--- config.mk ---
export PLATFORM = sky130hd
export DESIGN_NAME = ovtr_top
export DESIGN_NICKNAME = d
export VERILOG_FILES = /design/src/hdl/ovtr_pkg.sv /design/src/hdl/ovtr_heat.sv /design/src/hdl/ovtr_top.sv
export SDC_FILE = /design/constraint.sdc
export NUM_CORES = 2
export LEC_CHECK = 0
export ABC_AREA = 1
export BUFFER_PORTS_ARGS = -buffer_cell sky130_fd_sc_hd__buf_2
export CAP_MARGIN = 15
export CORE_MARGIN = 2
export CORE_UTILIZATION = 50
export CTS_CLUSTER_DIAMETER = 80
export CTS_CLUSTER_SIZE = 16
export DETAILED_ROUTE_END_ITERATION = 8
export PLACE_DENSITY = 0.7
export SLEW_MARGIN = 20
export SYNTH_ARGS = -nofsm -noshare
export SYNTH_HDL_FRONTEND = slang
export SYNTH_SLANG_ARGS = --single-unit
--- constraint.sdc ---
create_clock -name ref_clk -period 14.7 [get_ports ref_clk]
set_input_delay 3.675 -clock ref_clk [delete_from_list [all_inputs] [get_ports ref_clk]]
set_output_delay 3.675 -clock ref_clk [all_outputs]
set_load 0.05 [all_outputs]
--- src/hdl/ovtr_pkg.sv ---
// Constants, register map and carrier types of the overload trip and restart block.
package ovtr_pkg;

	// Clock period and the tenth-of-a-second time base.
	localparam int unsigned CLK_PERIOD_NS  = 50;
	localparam int unsigned TENTH_NS       = 100_000_000;
	localparam int unsigned TENTH_CYCLES   = TENTH_NS / CLK_PERIOD_NS;
	localparam int unsigned TENTHS_PER_SEC = 10;

	// Heat limit factor: trip when 2 * sum(I*I per tenth) >= 45 * SP*SP * delay.
	// That is 1.5 squared, times ten tenths per second, times two.
	localparam int unsigned HEAT_FACTOR = 45;

	// Widths.
	localparam int unsigned AMP_W  = 16;
	localparam int unsigned ACC_W  = 48;
	localparam int unsigned TICK_W = 21;
	localparam int unsigned WCNT_W = 20;
	localparam int unsigned EV_W   = 4;

	// Register byte offsets.
	localparam logic [7:0] ADDR_CTRL     = 8'h00;
	localparam logic [7:0] ADDR_CMD      = 8'h04;
	localparam logic [7:0] ADDR_SETPOINT = 8'h08;
	localparam logic [7:0] ADDR_BYPASS   = 8'h0c;
	localparam logic [7:0] ADDR_SDELAY   = 8'h10;
	localparam logic [7:0] ADDR_LSTARTS  = 8'h14;
	localparam logic [7:0] ADDR_LDELAY   = 8'h18;
	localparam logic [7:0] ADDR_GSTARTS  = 8'h1c;
	localparam logic [7:0] ADDR_GDELAY   = 8'h20;
	localparam logic [7:0] ADDR_HIGHEST  = 8'h24;
	localparam logic [7:0] ADDR_STATUS   = 8'h28;
	localparam logic [7:0] ADDR_INT_STAT = 8'h2c;
	localparam logic [7:0] ADDR_INT_MASK = 8'h30;

	// Field positions of the control, command and event registers.
	localparam int unsigned CTRL_LOCKOUT = 0;
	localparam int unsigned CTRL_RSTRT   = 1;
	localparam int unsigned CTRL_AUX     = 2;
	localparam int unsigned CMD_START    = 0;
	localparam int unsigned CMD_STOP     = 1;
	localparam int unsigned CMD_CLEAR    = 2;
	localparam int unsigned EV_TRIP      = 0;
	localparam int unsigned EV_INSTANT   = 1;
	localparam int unsigned EV_LOCK      = 2;
	localparam int unsigned EV_RESTART   = 3;

	// Values after reset of the operator parameters.
	localparam logic [15:0] SETPOINT_RST = 16'h0032;
	localparam logic [15:0] BYPASS_RST   = 16'h0003;
	localparam logic [7:0]  SDELAY_RST   = 8'h08;
	localparam logic [7:0]  LSTARTS_RST  = 8'h01;
	localparam logic [15:0] LDELAY_RST   = 16'h0708;
	localparam logic [7:0]  GSTARTS_RST  = 8'h03;
	localparam logic [15:0] GDELAY_RST   = 16'h0708;

	// Operating modes of the protection sequence.
	typedef enum logic [2:0] {
		ST_IDLE,
		ST_BYPASS,
		ST_RUN,
		ST_WAIT,
		ST_LOCK
	} ovtr_mode_t;

	// The three measured phase currents.
	typedef struct packed {
		logic [AMP_W-1:0] a;
		logic [AMP_W-1:0] b;
		logic [AMP_W-1:0] c;
	} ovtr_phases_t;

	// Operator parameters held in registers.
	typedef struct packed {
		logic             lockout_en;
		logic             rstrt_on_ovld;
		logic             aux_sel;
		logic [AMP_W-1:0] setpoint;
		logic [15:0]      bypass;
		logic [7:0]       sdelay;
		logic [7:0]       lstarts;
		logic [15:0]      ldelay;
		logic [7:0]       gstarts;
		logic [15:0]      gdelay;
	} ovtr_cfg_t;

	// Complete state of the top module.
	typedef struct packed {
		ovtr_cfg_t         cfg;
		ovtr_mode_t        mode;
		logic [AMP_W-1:0]  highest;
		logic [TICK_W-1:0] tick;
		logic [15:0]       bcnt;
		logic [ACC_W-1:0]  acc;
		logic [WCNT_W-1:0] wcnt;
		logic [7:0]        left;
		logic [EV_W-1:0]   ev;
		logic [EV_W-1:0]   mask;
		logic [31:0]       prdata;
		logic              run;
		logic              restart;
	} ovtr_state_t;

endpackage : ovtr_pkg

--- src/hdl/ovtr_heat.sv ---
// Highest phase current, overload compare and heating limit arithmetic.
`timescale 1ns/1ps
module ovtr_heat
	import ovtr_pkg::*;
(
	// Measurements and parameters.
	input  wire ovtr_pkg::ovtr_phases_t    phases,
	input  wire logic [ovtr_pkg::AMP_W-1:0] setpoint,
	input  wire logic [7:0]                 sdelay,
	// Results.
	output logic [ovtr_pkg::AMP_W-1:0]      highest,
	output logic                            over,
	output logic [2*ovtr_pkg::AMP_W-1:0]    isq,
	output logic [ovtr_pkg::ACC_W-1:0]      limit
);
	import ovtr_pkg::*;

	// Larger of two currents.
	function automatic logic [AMP_W-1:0] max2(input logic [AMP_W-1:0] x,
		input logic [AMP_W-1:0] y);
		max2 = (x > y) ? x : y;
	endfunction : max2

	logic [2*AMP_W-1:0] sp_sq; // Setpoint squared.

	// The largest phase is the one judged, never a fixed phase.
	always_comb begin
		highest = max2(max2(phases.a, phases.b), phases.c); // RQ1
		over    = highest > setpoint; // RQ3
		isq     = highest * highest;
		sp_sq   = setpoint * setpoint;
		// Limit equals 2.25 * SP^2 * delay in tenths, doubled to stay integer.
		limit   = ACC_W'(HEAT_FACTOR) * ACC_W'(sp_sq) * ACC_W'(sdelay); // RQ8 RQ9
	end

endmodule : ovtr_heat

--- src/hdl/ovtr_top.sv ---
// Overload trip, lockout and automatic restart controller with APB registers.
// Operation
// RQ1 - Judge overload on largest phase current.
// RQ2 - Highest current readable, never writable.
// RQ3 - Only current above setpoint starts tripping.
// RQ4 - Overload protection cannot be disabled.
// RQ5 - Lockout enable blocks restarts after trip.
// RQ6 - Ignore overload during bypass, tenths units.
// RQ7 - Shutdown timing starts after bypass expiry.
// RQ8 - Delay is trip time at 150%.
// RQ9 - Trip time scales inverse square.
// RQ10 - Heavy drive load trips instantly.
// RQ11 - Restart option selects local set, one start.
// RQ12 - Local set or global restart parameters.
// RQ13 - Limit restarts to allowed-starts count.
// RQ14 - Wait restart delay before restarting.
// RQ15 - Clear heat sum when current drops.
// RQ16 - Operator clear ends lockout, re-arms counter.
`timescale 1ns/1ps
module ovtr_top
	import ovtr_pkg::*;
#(
	parameter int unsigned TENTH_CYCLES_P = ovtr_pkg::TENTH_CYCLES
)(
	// Clock and reset.
	input  wire logic                   ref_clk,
	input  wire logic                   rst,
	// APB slave.
	input  wire logic                   psel,
	input  wire logic                   penable,
	input  wire logic                   pwrite,
	input  wire logic [7:0]             paddr,
	input  wire logic [31:0]            pwdata,
	output logic [31:0]                 prdata,
	output logic                        pready,
	output logic                        pslverr,
	// Measurement and power stage.
	input  wire ovtr_pkg::ovtr_phases_t phases,
	input  wire logic                   instant_trip,
	output logic                        motor_run,
	output logic                        restart_pulse,
	// Interrupt.
	output logic                        irq
);
	import ovtr_pkg::*;

	ovtr_state_t        q;         // Registered state.
	ovtr_state_t        d;         // Next state.
	logic [AMP_W-1:0]   highest_w; // Largest phase now.
	logic               over_w;    // Largest phase above setpoint.
	logic [2*AMP_W-1:0] isq_w;     // Largest phase squared.
	logic [ACC_W-1:0]   limit_w;   // Doubled heating limit.

	// Overload arithmetic on the live measurements.
	ovtr_heat u_heat (
		.phases   (phases),
		.setpoint (q.cfg.setpoint),
		.sdelay   (q.cfg.sdelay),
		.highest  (highest_w),
		.over     (over_w),
		.isq      (isq_w),
		.limit    (limit_w)
	);

	// True for an offset that maps a register.
	function automatic logic addr_ok(input logic [7:0] a);
		addr_ok = (a[1:0] == 2'b00) && (a <= ADDR_INT_MASK);
	endfunction : addr_ok

	// Read value of the register at offset a.
	function automatic logic [31:0] reg_read(input ovtr_state_t s,
		input logic [7:0] a);
		reg_read = 32'h0000_0000;
		case (a)
			ADDR_CTRL:     reg_read = {29'h0, s.cfg.aux_sel,
				s.cfg.rstrt_on_ovld, s.cfg.lockout_en};
			ADDR_SETPOINT: reg_read = {16'h0, s.cfg.setpoint};
			ADDR_BYPASS:   reg_read = {16'h0, s.cfg.bypass};
			ADDR_SDELAY:   reg_read = {24'h0, s.cfg.sdelay};
			ADDR_LSTARTS:  reg_read = {24'h0, s.cfg.lstarts};
			ADDR_LDELAY:   reg_read = {16'h0, s.cfg.ldelay};
			ADDR_GSTARTS:  reg_read = {24'h0, s.cfg.gstarts};
			ADDR_GDELAY:   reg_read = {16'h0, s.cfg.gdelay};
			ADDR_HIGHEST:  reg_read = {16'h0, s.highest}; // RQ2
			// Alarm enable always reads one: protection is fixed on.
			ADDR_STATUS:   reg_read = {15'h0, 1'b1, s.left, 4'h0,
				s.run, 3'(s.mode)}; // RQ4
			ADDR_INT_STAT: reg_read = {28'h0, s.ev};
			ADDR_INT_MASK: reg_read = {28'h0, s.mask};
			default:       reg_read = 32'h0000_0000;
		endcase
	endfunction : reg_read

	logic               wr;          // APB write in access phase.
	logic               tenth;       // Time base tick.
	logic               start_cmd;   // Operator start.
	logic               stop_cmd;    // Operator stop.
	logic               clear_cmd;   // Operator lockout clear.
	logic               do_trip;     // Overload shutdown this cycle.
	logic               inst_trip;   // The shutdown is instantaneous.
	logic               use_local;   // Local retry parameters in force.
	logic [7:0]         allowed;     // Restart count in force.
	logic [15:0]        delay_s;     // Restart delay in seconds.
	logic [ACC_W-1:0]   heat_sum;    // Heat sum after this tenth.
	logic               heat_full;   // Heat sum reached the limit.
	logic [EV_W-1:0]    ev_set;      // Events raised this cycle.
	logic [EV_W-1:0]    ev_clr;      // Event bits written with one.

	// Next-state logic of the whole block.
	always_comb begin
		d         = q;
		d.restart = 1'b0;
		ev_set    = '0;
		ev_clr    = '0;
		do_trip   = 1'b0;
		inst_trip = 1'b0;
		wr        = psel && penable && pwrite && addr_ok(paddr);
		start_cmd = wr && (paddr == ADDR_CMD) && pwdata[CMD_START];
		stop_cmd  = wr && (paddr == ADDR_CMD) && pwdata[CMD_STOP];
		clear_cmd = wr && (paddr == ADDR_CMD) && pwdata[CMD_CLEAR];
		// Tenth-of-a-second time base.
		tenth  = q.tick == TICK_W'(TENTH_CYCLES_P - 1);
		d.tick = tenth ? '0 : q.tick + TICK_W'(1);
		d.highest = highest_w; // RQ2
		// Restart option forces the local set and a single start.
		use_local = q.cfg.rstrt_on_ovld || q.cfg.aux_sel; // RQ11 RQ12
		allowed   = q.cfg.rstrt_on_ovld ? 8'h01 :
			(q.cfg.aux_sel ? q.cfg.lstarts : q.cfg.gstarts); // RQ11 RQ13
		delay_s   = use_local ? q.cfg.ldelay : q.cfg.gdelay; // RQ12
		heat_sum  = q.acc + ACC_W'(isq_w);
		heat_full = {heat_sum, 1'b0} >= {1'b0, limit_w}; // RQ8 RQ9
		// Read data is captured in the setup phase.
		if (psel && !penable) begin
			d.prdata = reg_read(q, paddr);
		end
		// Parameter writes; highest and status are not writable.
		if (wr) begin
			case (paddr)
				ADDR_CTRL: begin
					d.cfg.lockout_en    = pwdata[CTRL_LOCKOUT];
					d.cfg.rstrt_on_ovld = pwdata[CTRL_RSTRT];
					d.cfg.aux_sel       = pwdata[CTRL_AUX];
				end
				ADDR_SETPOINT: d.cfg.setpoint = pwdata[15:0];
				ADDR_BYPASS:   d.cfg.bypass   = pwdata[15:0];
				ADDR_SDELAY:   d.cfg.sdelay   = pwdata[7:0];
				ADDR_LSTARTS:  d.cfg.lstarts  = pwdata[7:0];
				ADDR_LDELAY:   d.cfg.ldelay   = pwdata[15:0];
				ADDR_GSTARTS:  d.cfg.gstarts  = pwdata[7:0];
				ADDR_GDELAY:   d.cfg.gdelay   = pwdata[15:0];
				ADDR_INT_STAT: ev_clr         = pwdata[EV_W-1:0];
				ADDR_INT_MASK: d.mask         = pwdata[EV_W-1:0];
				default: begin
					// Other offsets ignore writes.
				end
			endcase
		end
		// Protection sequence.
		case (q.mode)
			ST_IDLE: begin
				// A manual start arms the restart counter.
				if (start_cmd) begin
					d.mode = ST_BYPASS;
					d.bcnt = q.cfg.bypass;
					d.left = allowed;
					d.run  = 1'b1;
				end
			end
			ST_BYPASS: begin
				// Overload is ignored here; only the drive self-trip acts.
				if (instant_trip) begin
					do_trip   = 1'b1; // RQ10
					inst_trip = 1'b1;
				end else if (q.bcnt == 16'h0000) begin
					d.mode = ST_RUN; // RQ7
					d.acc  = '0;
				end else if (tenth) begin
					d.bcnt = q.bcnt - 16'h0001; // RQ6
				end
			end
			ST_RUN: begin
				if (instant_trip) begin
					do_trip   = 1'b1; // RQ10
					inst_trip = 1'b1;
				end else if (!over_w) begin
					d.acc = '0; // RQ15 RQ3
				end else if (tenth) begin
					if (heat_full) begin
						do_trip = 1'b1; // RQ9
					end else begin
						d.acc = heat_sum; // RQ9
					end
				end
			end
			ST_WAIT: begin
				// Restart once the delay has run out.
				if (q.wcnt == '0) begin
					d.mode    = ST_BYPASS; // RQ14
					d.bcnt    = q.cfg.bypass;
					d.left    = q.left - 8'h01; // RQ13
					d.run     = 1'b1;
					d.restart = 1'b1;
					ev_set[EV_RESTART] = 1'b1;
				end else if (tenth) begin
					d.wcnt = q.wcnt - WCNT_W'(1); // RQ14
				end
			end
			ST_LOCK: begin
				// Held until the operator clears it.
				if (clear_cmd) begin
					d.mode = ST_IDLE; // RQ16
					d.left = allowed; // RQ16
				end
			end
			default: begin
				d.mode = ST_IDLE;
			end
		endcase
		// Shutdown: lock out, or schedule a restart if any remain.
		if (do_trip) begin
			d.run = 1'b0;
			d.acc = '0;
			ev_set[EV_TRIP]    = !inst_trip;
			ev_set[EV_INSTANT] = inst_trip;
			if (q.cfg.lockout_en || (q.left == 8'h00)) begin
				d.mode = ST_LOCK; // RQ5 RQ13
				ev_set[EV_LOCK] = 1'b1;
			end else begin
				d.mode = ST_WAIT; // RQ12
				d.wcnt = WCNT_W'(delay_s * TENTHS_PER_SEC); // RQ14
			end
		end else if (stop_cmd && (q.mode != ST_LOCK)) begin
			// Operator stop returns to idle but never ends a lockout.
			d.mode = ST_IDLE;
			d.run  = 1'b0;
			d.acc  = '0;
		end
		// Sticky events: a new event wins over a clear.
		d.ev = (q.ev & ~ev_clr) | ev_set;
	end

	// State register.
	always_ff @(posedge ref_clk) begin
		if (rst) begin
			q                   <= '0;
			q.mode              <= ST_IDLE;
			q.cfg.setpoint      <= SETPOINT_RST;
			q.cfg.bypass        <= BYPASS_RST;
			q.cfg.sdelay        <= SDELAY_RST;
			q.cfg.lstarts       <= LSTARTS_RST;
			q.cfg.ldelay        <= LDELAY_RST;
			q.cfg.gstarts       <= GSTARTS_RST;
			q.cfg.gdelay        <= GDELAY_RST;
		end else begin
			q <= d;
		end
	end

	// Outputs; the slave answers with no wait state.
	assign prdata        = q.prdata;
	assign pready        = 1'b1;
	assign pslverr       = psel && penable && !addr_ok(paddr);
	assign motor_run     = q.run;
	assign restart_pulse = q.restart;
	assign irq           = |(q.ev & q.mask);
endmodule : ovtr_top

* Word-level counts from Yosys, hierarchy flattened
Cells that the tools add are included.
** Cells by class
- Equal/unequal tests :: 34
- Order comparisons :: 5
- $add $sub $neg :: 5
- Bitwise operators :: 5
- Multiply operators :: 5
- Reductions and logical operators :: 45
- Muxes and demuxes :: 52
** Operator list (number)
- $mux 48 :: 5
- $pmux 17 s12 :: 1
- $mux 16 :: 7
- $mux 20 :: 5
- $pmux 48 s2 :: 1
- $mul 16x16->32 :: 2
- $mux 64 :: 1
- $ge 49x46->1 :: 1
- $add 48x32->48 :: 1
- $gt 16x16->1 :: 3
- $pmux 16 s3 :: 1
- $mul 38x8->46 :: 1
- $eq 8x6->1 const B :: 5
- $mux 8 :: 5
- $mul 6x32->38 const A :: 1
- $eq 8x5->1 const B :: 4
- $mux 3 :: 9
- $pmux 8 s3 :: 1
- $add 21x1->21 const B :: 1
- $eq 21x21->1 const B :: 1
- $logic_not 20->1 :: 1
- $ne 4x4->1 const B :: 5
- $sub 20x1->20 const B :: 1
- $mul 16x3->19 const B :: 1
- other kinds (35) :: 87
** Word-level totals
- Flip-flop bits (word level) :: 265

* Depth between registers and ports, before layout
- Word-level depth :: 14
- Mapped depth :: 80

* Cells and area by module
Synthesis repeated with hierarchy kept, for this count alone.
** Unflattened totals
- Cells, all modules :: 6380
- Area total of the unflattened synthesis :: 46194.3 µm²
** Modules (own cells, without submodules)
- ovtr_heat :: cells an instance 3876, area an instance 29666.0 µm², sequential area each 0.0 µm², instances 1
- ovtr_top :: cells an instance 2504, area an instance 16528.4 µm², sequential area each 5004.8 µm², instances 1

* Worst setup path before layout
Ideal clock, no wire load.
- Kind :: register to register
- From :: register q[252] (netlist name)
- To :: register q[96] (netlist bit)
- Clock period less this slack :: 13.812 ns
- Required time :: 14.634 ns
- Path slack :: 0.888 ns
- Stages on the path, launching flop included :: 74
- Data arrival time :: 13.746 ns
- Setup time :: 0.066 ns
- Path through :: dfxtp_1 clkbuf_1 clkbuf_1 nand2_1 fa_1 fa_1 inv_1 ha_1 inv_1 fa_1 inv_1 fa_1 inv_1 fa_1 inv_1 ha_1 inv_1 nor3_1 [... 38 more ...] xor2_1 ha_1 nand2_1 nor2_1 or2_2 a221oi_1 nand2_1 nand2_1 nand2_1 nand2_1 nand2_2 nand2_2 nand2_4 inv_2 buf_6 buf_8 nand3_1 a21oi_2
** Between the ends
- Cells in the longest elaborated chain, start to end :: 10
** Ends and longest elaborated chain
- $mul 16x16->32 :: RTL line ovtr_heat.sv:31 : sp_sq = setpoint * setpoint;
- $mul 6x32->38 :: RTL line ovtr_heat.sv:33 : limit = ACC_W'(HEAT_FACTOR) * ACC_W'(sp_sq) * ACC_W'(sdelay);
- $mul 38x8->46 :: RTL line ovtr_heat.sv:33
- $ge 49x46->1 :: RTL line ovtr_top.sv:131 : heat_full = {heat_sum, 1'b0} >= {1'b0, limit_w};
- $mux 1 :: RTL line ovtr_top.sv:188 : if (heat_full) begin
- $mux 1 :: RTL line ovtr_top.sv:187 : end else if (tenth) begin
- $mux 1 :: RTL line ovtr_top.sv:185 : end else if (!over_w) begin
- $mux 1 :: RTL line ovtr_top.sv:182 : if (instant_trip) begin
- $pmux 1 s2 :: RTL line ovtr_top.sv:159 : case (q.mode)
- $reduce_or 3->1 (no line)
- end, declared :: RTL line ovtr_top.sv:47 : ovtr_state_t q;
Parallel ways exist; a longest one is shown, timed or not. The select of a mux whose other input is x is not followed.
A chain may end at the register's enable or synchronous reset.

* Final worst setup path
- From :: register q[251] (netlist name)
- To :: register q[113] (netlist bit)
** Between the ends
- Cells in the longest elaborated chain, start to end :: 10
** Ends and longest elaborated chain (RTL line)
- $mul 16x16->32 :: ovtr_heat.sv:31
- $mul 6x32->38 :: ovtr_heat.sv:33
- $mul 38x8->46 :: ovtr_heat.sv:33
- $ge 49x46->1 :: ovtr_top.sv:131
- $mux 1 :: ovtr_top.sv:188
- $mux 1 :: ovtr_top.sv:187
- $mux 1 :: ovtr_top.sv:185
- $mux 1 :: ovtr_top.sv:182
- $pmux 1 s2 :: ovtr_top.sv:159
- $reduce_or 3->1 (no line)
Parallel ways exist; a longest one is shown, timed or not. The select of a mux whose other input is x is not followed.

==> metrics.txt <==
nets@finish between 7000 and 8000; Antenna Nets Post-Route 0; number of cell rows 107; YS warnings 0; final hold vios 0; TritonCTS buffer count 20; critical path required time between 15 and 20 ns; syn_area_per_cell approximately 7.6 sq um; I/O Buffers 98; number of buffers inserted by hold repair at cts 0; Post-route DRC 0; Setup crit end kind flip-flop; most frequent cell after synthesis inv_1; outcome finished, final reports clean; Max Slew Vio Count 0; antenna violations before repair 1; area share of fa/ha/maj cells after synthesis between 40% and 50%; CP Depth 68; r2r worst-path depth 68; max-capacitance violation count 0; Compound-Gate Fraction of Synth Area a little under an eighth; CP max stage cell fa_1; clk_skew 0.0301 ns; DRT Pass-1 Iters 5; type of origin of the critical path flip-flop; worst hold path startpoint q[134]; CP Buf/Inv Count 16; simple logic cell fraction of the synthesized area between 10% and 20%; vias per cell 5.23; EDFF count, synth 0; list of most frequent post-synthesis cells inv_1, nand2_1, fa_1, nor2_1, ha_1; WHS Path Cells 1; Root Driver clkbuf_16; largest net degree at the start of global routing 67; gp weighted congestion roughly 0.95; post-route cell area 0.0509 sq mm; Yosys top cell by area fa_1; CP Max Fanout 49; CP Class reg -> reg; Synth top area share between 20% and 30%; Total Wirelength approximately 120000 um; #FFs+latches synth 250; die area ~0.09 sq mm; die height around 300 um; Clock Sinks between 200 and 300; # IOs approximately 130; DP HPWL slightly below 100000 um; initial core utilization 50.6%; Syn-to-layout area delta 17.6%; Post-Synthesis Cells between 5000 and 6000; Detailed Route Iter0 Violations 2502; core area about 0.086 sq mm; worst skew pair latency approximately 0.57 ns; CP dominant cell by count fa_1; gr ovfl total 0; main combinational cell family by area after synthesis adder cells; CTS H-tree lvls 1; library cells used by synthesis 65; Slew @ Worst Pin between 1 and 1.5 ns; Max Buffers Root-to-Sink 3; Period minus WS final ~14 ns; global-route wire length before repair roughly 200000 um; FMAX 70.0 MHz; vias in the first global route 39100; average wire per standard cell 16.2 um; ranking of synthesized cells by area fa_1, ha_1, dfxtp_1; Synth Area in XOR/XNOR around 4.3%; DIE WIDTH 298 um; post-placement cell area between 0.04 and 0.05 sq mm; Async S/R FF share, synth 0%; Hold Path Class reg -> reg; CP delay by family, top adder cells; Fillers approximately 7700; Top FF cell, synth dfxtp_1; final setup fails 0; crit-path max cell delay between 0.5 and 0.6 ns; via count 38600; mux share of post-synthesis cell area less than 1%; CTS tree built; Seq/Total Area, Yosys 11.6%; Worst slew margin 28.1%; CP arrival around 15 ns; RR Startpoint q[251]; share of post-route cells with drive strength above 1 17.1%; Setup crit start q[251]; period utilization between 90% and 100%; all-layer global routing usage 26.7%; CTS clk-pin slew, worst paths roughly 0.07 ns; synthesized cell area roughly 0.043 sq mm
-- flip-flops by register name, indices dropped and copies added, names as in the netlist --
signal and flops:
restart_pulse 1, prdata 17, q 231, motor_run 1
-- cell type report --
cell class | instances | area (sq um) | share of cell area, %
antenna | 1 | 2.50 | 0.00491
clock buffer | 21 | 514 | 1.01
clock inverter | 5 | 68.8 | 0.135
inverter | 1281 | 4820 | 9.46
multi-input combinational | 4020 | 34200 | 67.1
sequential | 250 | 5050 | 9.92
tap | 1144 | 1430 | 2.81
timing repair buffer | 651 | 4860 | 9.54
-- through the flow --
stage / setup TNS [ns] / instances / setup slack [ns] / util, % / hold slack [ns]
CTS: 0 / 7335 / 0.0103 / 57.3 / 0.457
finish: 0 / 7373 / 0.405 / 59.5 / 0.455
global placement: -11.28 / 7308 / -0.221 / 56.5 / 0.430
floorplan: 0 / 5742 / 0.888 / - / 0.418
global route: -5.17 / 7372 / -0.148 / 59.5 / 0.485
detailed placement: -17.61 / 7308 / -0.328 / 56.5 / 0.441
-- layer usage --
layer,part of all wire (%),track usage (%),up-vias
li1,-,-,18700
met1,43,35.6,18600
met2,48,45.5,1052
met3,5.5,2.95,239
met4,3.8,8.41,0
met5,0,0,-
-- worst paths after layout --
| path | slack, ns | endpoint |
|---|---|---|
| max | 0.41 | q[113] |
| min reg2reg | 0.45 | q[134] |
| max reg2reg | 0.41 | q[113] |
| min | 0.45 | q[134] |
-- placed cells by master (no fill, tap or decap), types with 25 or more instances in the layout --
| cell type | netlist | layout |
|---|---|---|
| inv_1 | 1252 | 1240 |
| inv_2 | 17 | 25 |
| o21ai_0 | 230 | 205 |
| nand3_1 | 142 | 137 |
| nand4_1 | 31 | 31 |
| a31oi_1 | 41 | 35 |
| nor2_1 | 588 | 557 |
| buf_4 | 39 | 533 |
| xnor2_1 | 73 | 59 |
| a21oi_2 | 13 | 60 |
| nand2_2 | 6 | 29 |
| nor3_1 | 48 | 41 |
| buf_2 | 23 | 98 |
| nor2_2 | 9 | 39 |
| ha_4 | 0 | 34 |
| xor2_1 | 132 | 116 |
| nand2_1 | 925 | 899 |
| dfxtp_1 | 250 | 236 |
| a21oi_1 | 418 | 366 |
| fa_1 | 611 | 599 |
| a221oi_1 | 30 | 26 |
| ha_1 | 476 | 438 |
-- cell families after synthesis --
| family | Yosys count |
|---|---|
| xor+xnor | 208 |
| simple gates | 1828 |
| mux | 1 |
| other cells | 2 |
| fa+ha+maj | 1087 |
| buf+inv | 1473 |
| flops | 250 |
| compound gates | 875 |
-- repair_timing --
item | in CTS | in global routing
pin swaps | 3 | 111
hold endpoints to repair | 0 | 0
endpoints found under the setup margin | 74 | 74
gates resized for setup | 22 | 324
buffers inserted | 1 | 32
cloned | 0 | 5
-- worst reg2reg max path, delay by kind of cell (launching register included) --
family / cells / cell delay, ns
adders and majority gates: 17 / 7.56
xor gates and xnor gates: 3 / 0.76
AOI/OAI and AO/OA: 11 / 2.04
and+or+nand+nor: 21 / 1.84
DFF: 1 / 0.38
buffers and inverters: 16 / 1.63
Power is left out: the tool's default activity adds up to more than one toggle a clock period on the data nets, which glitch-free logic cannot reach.
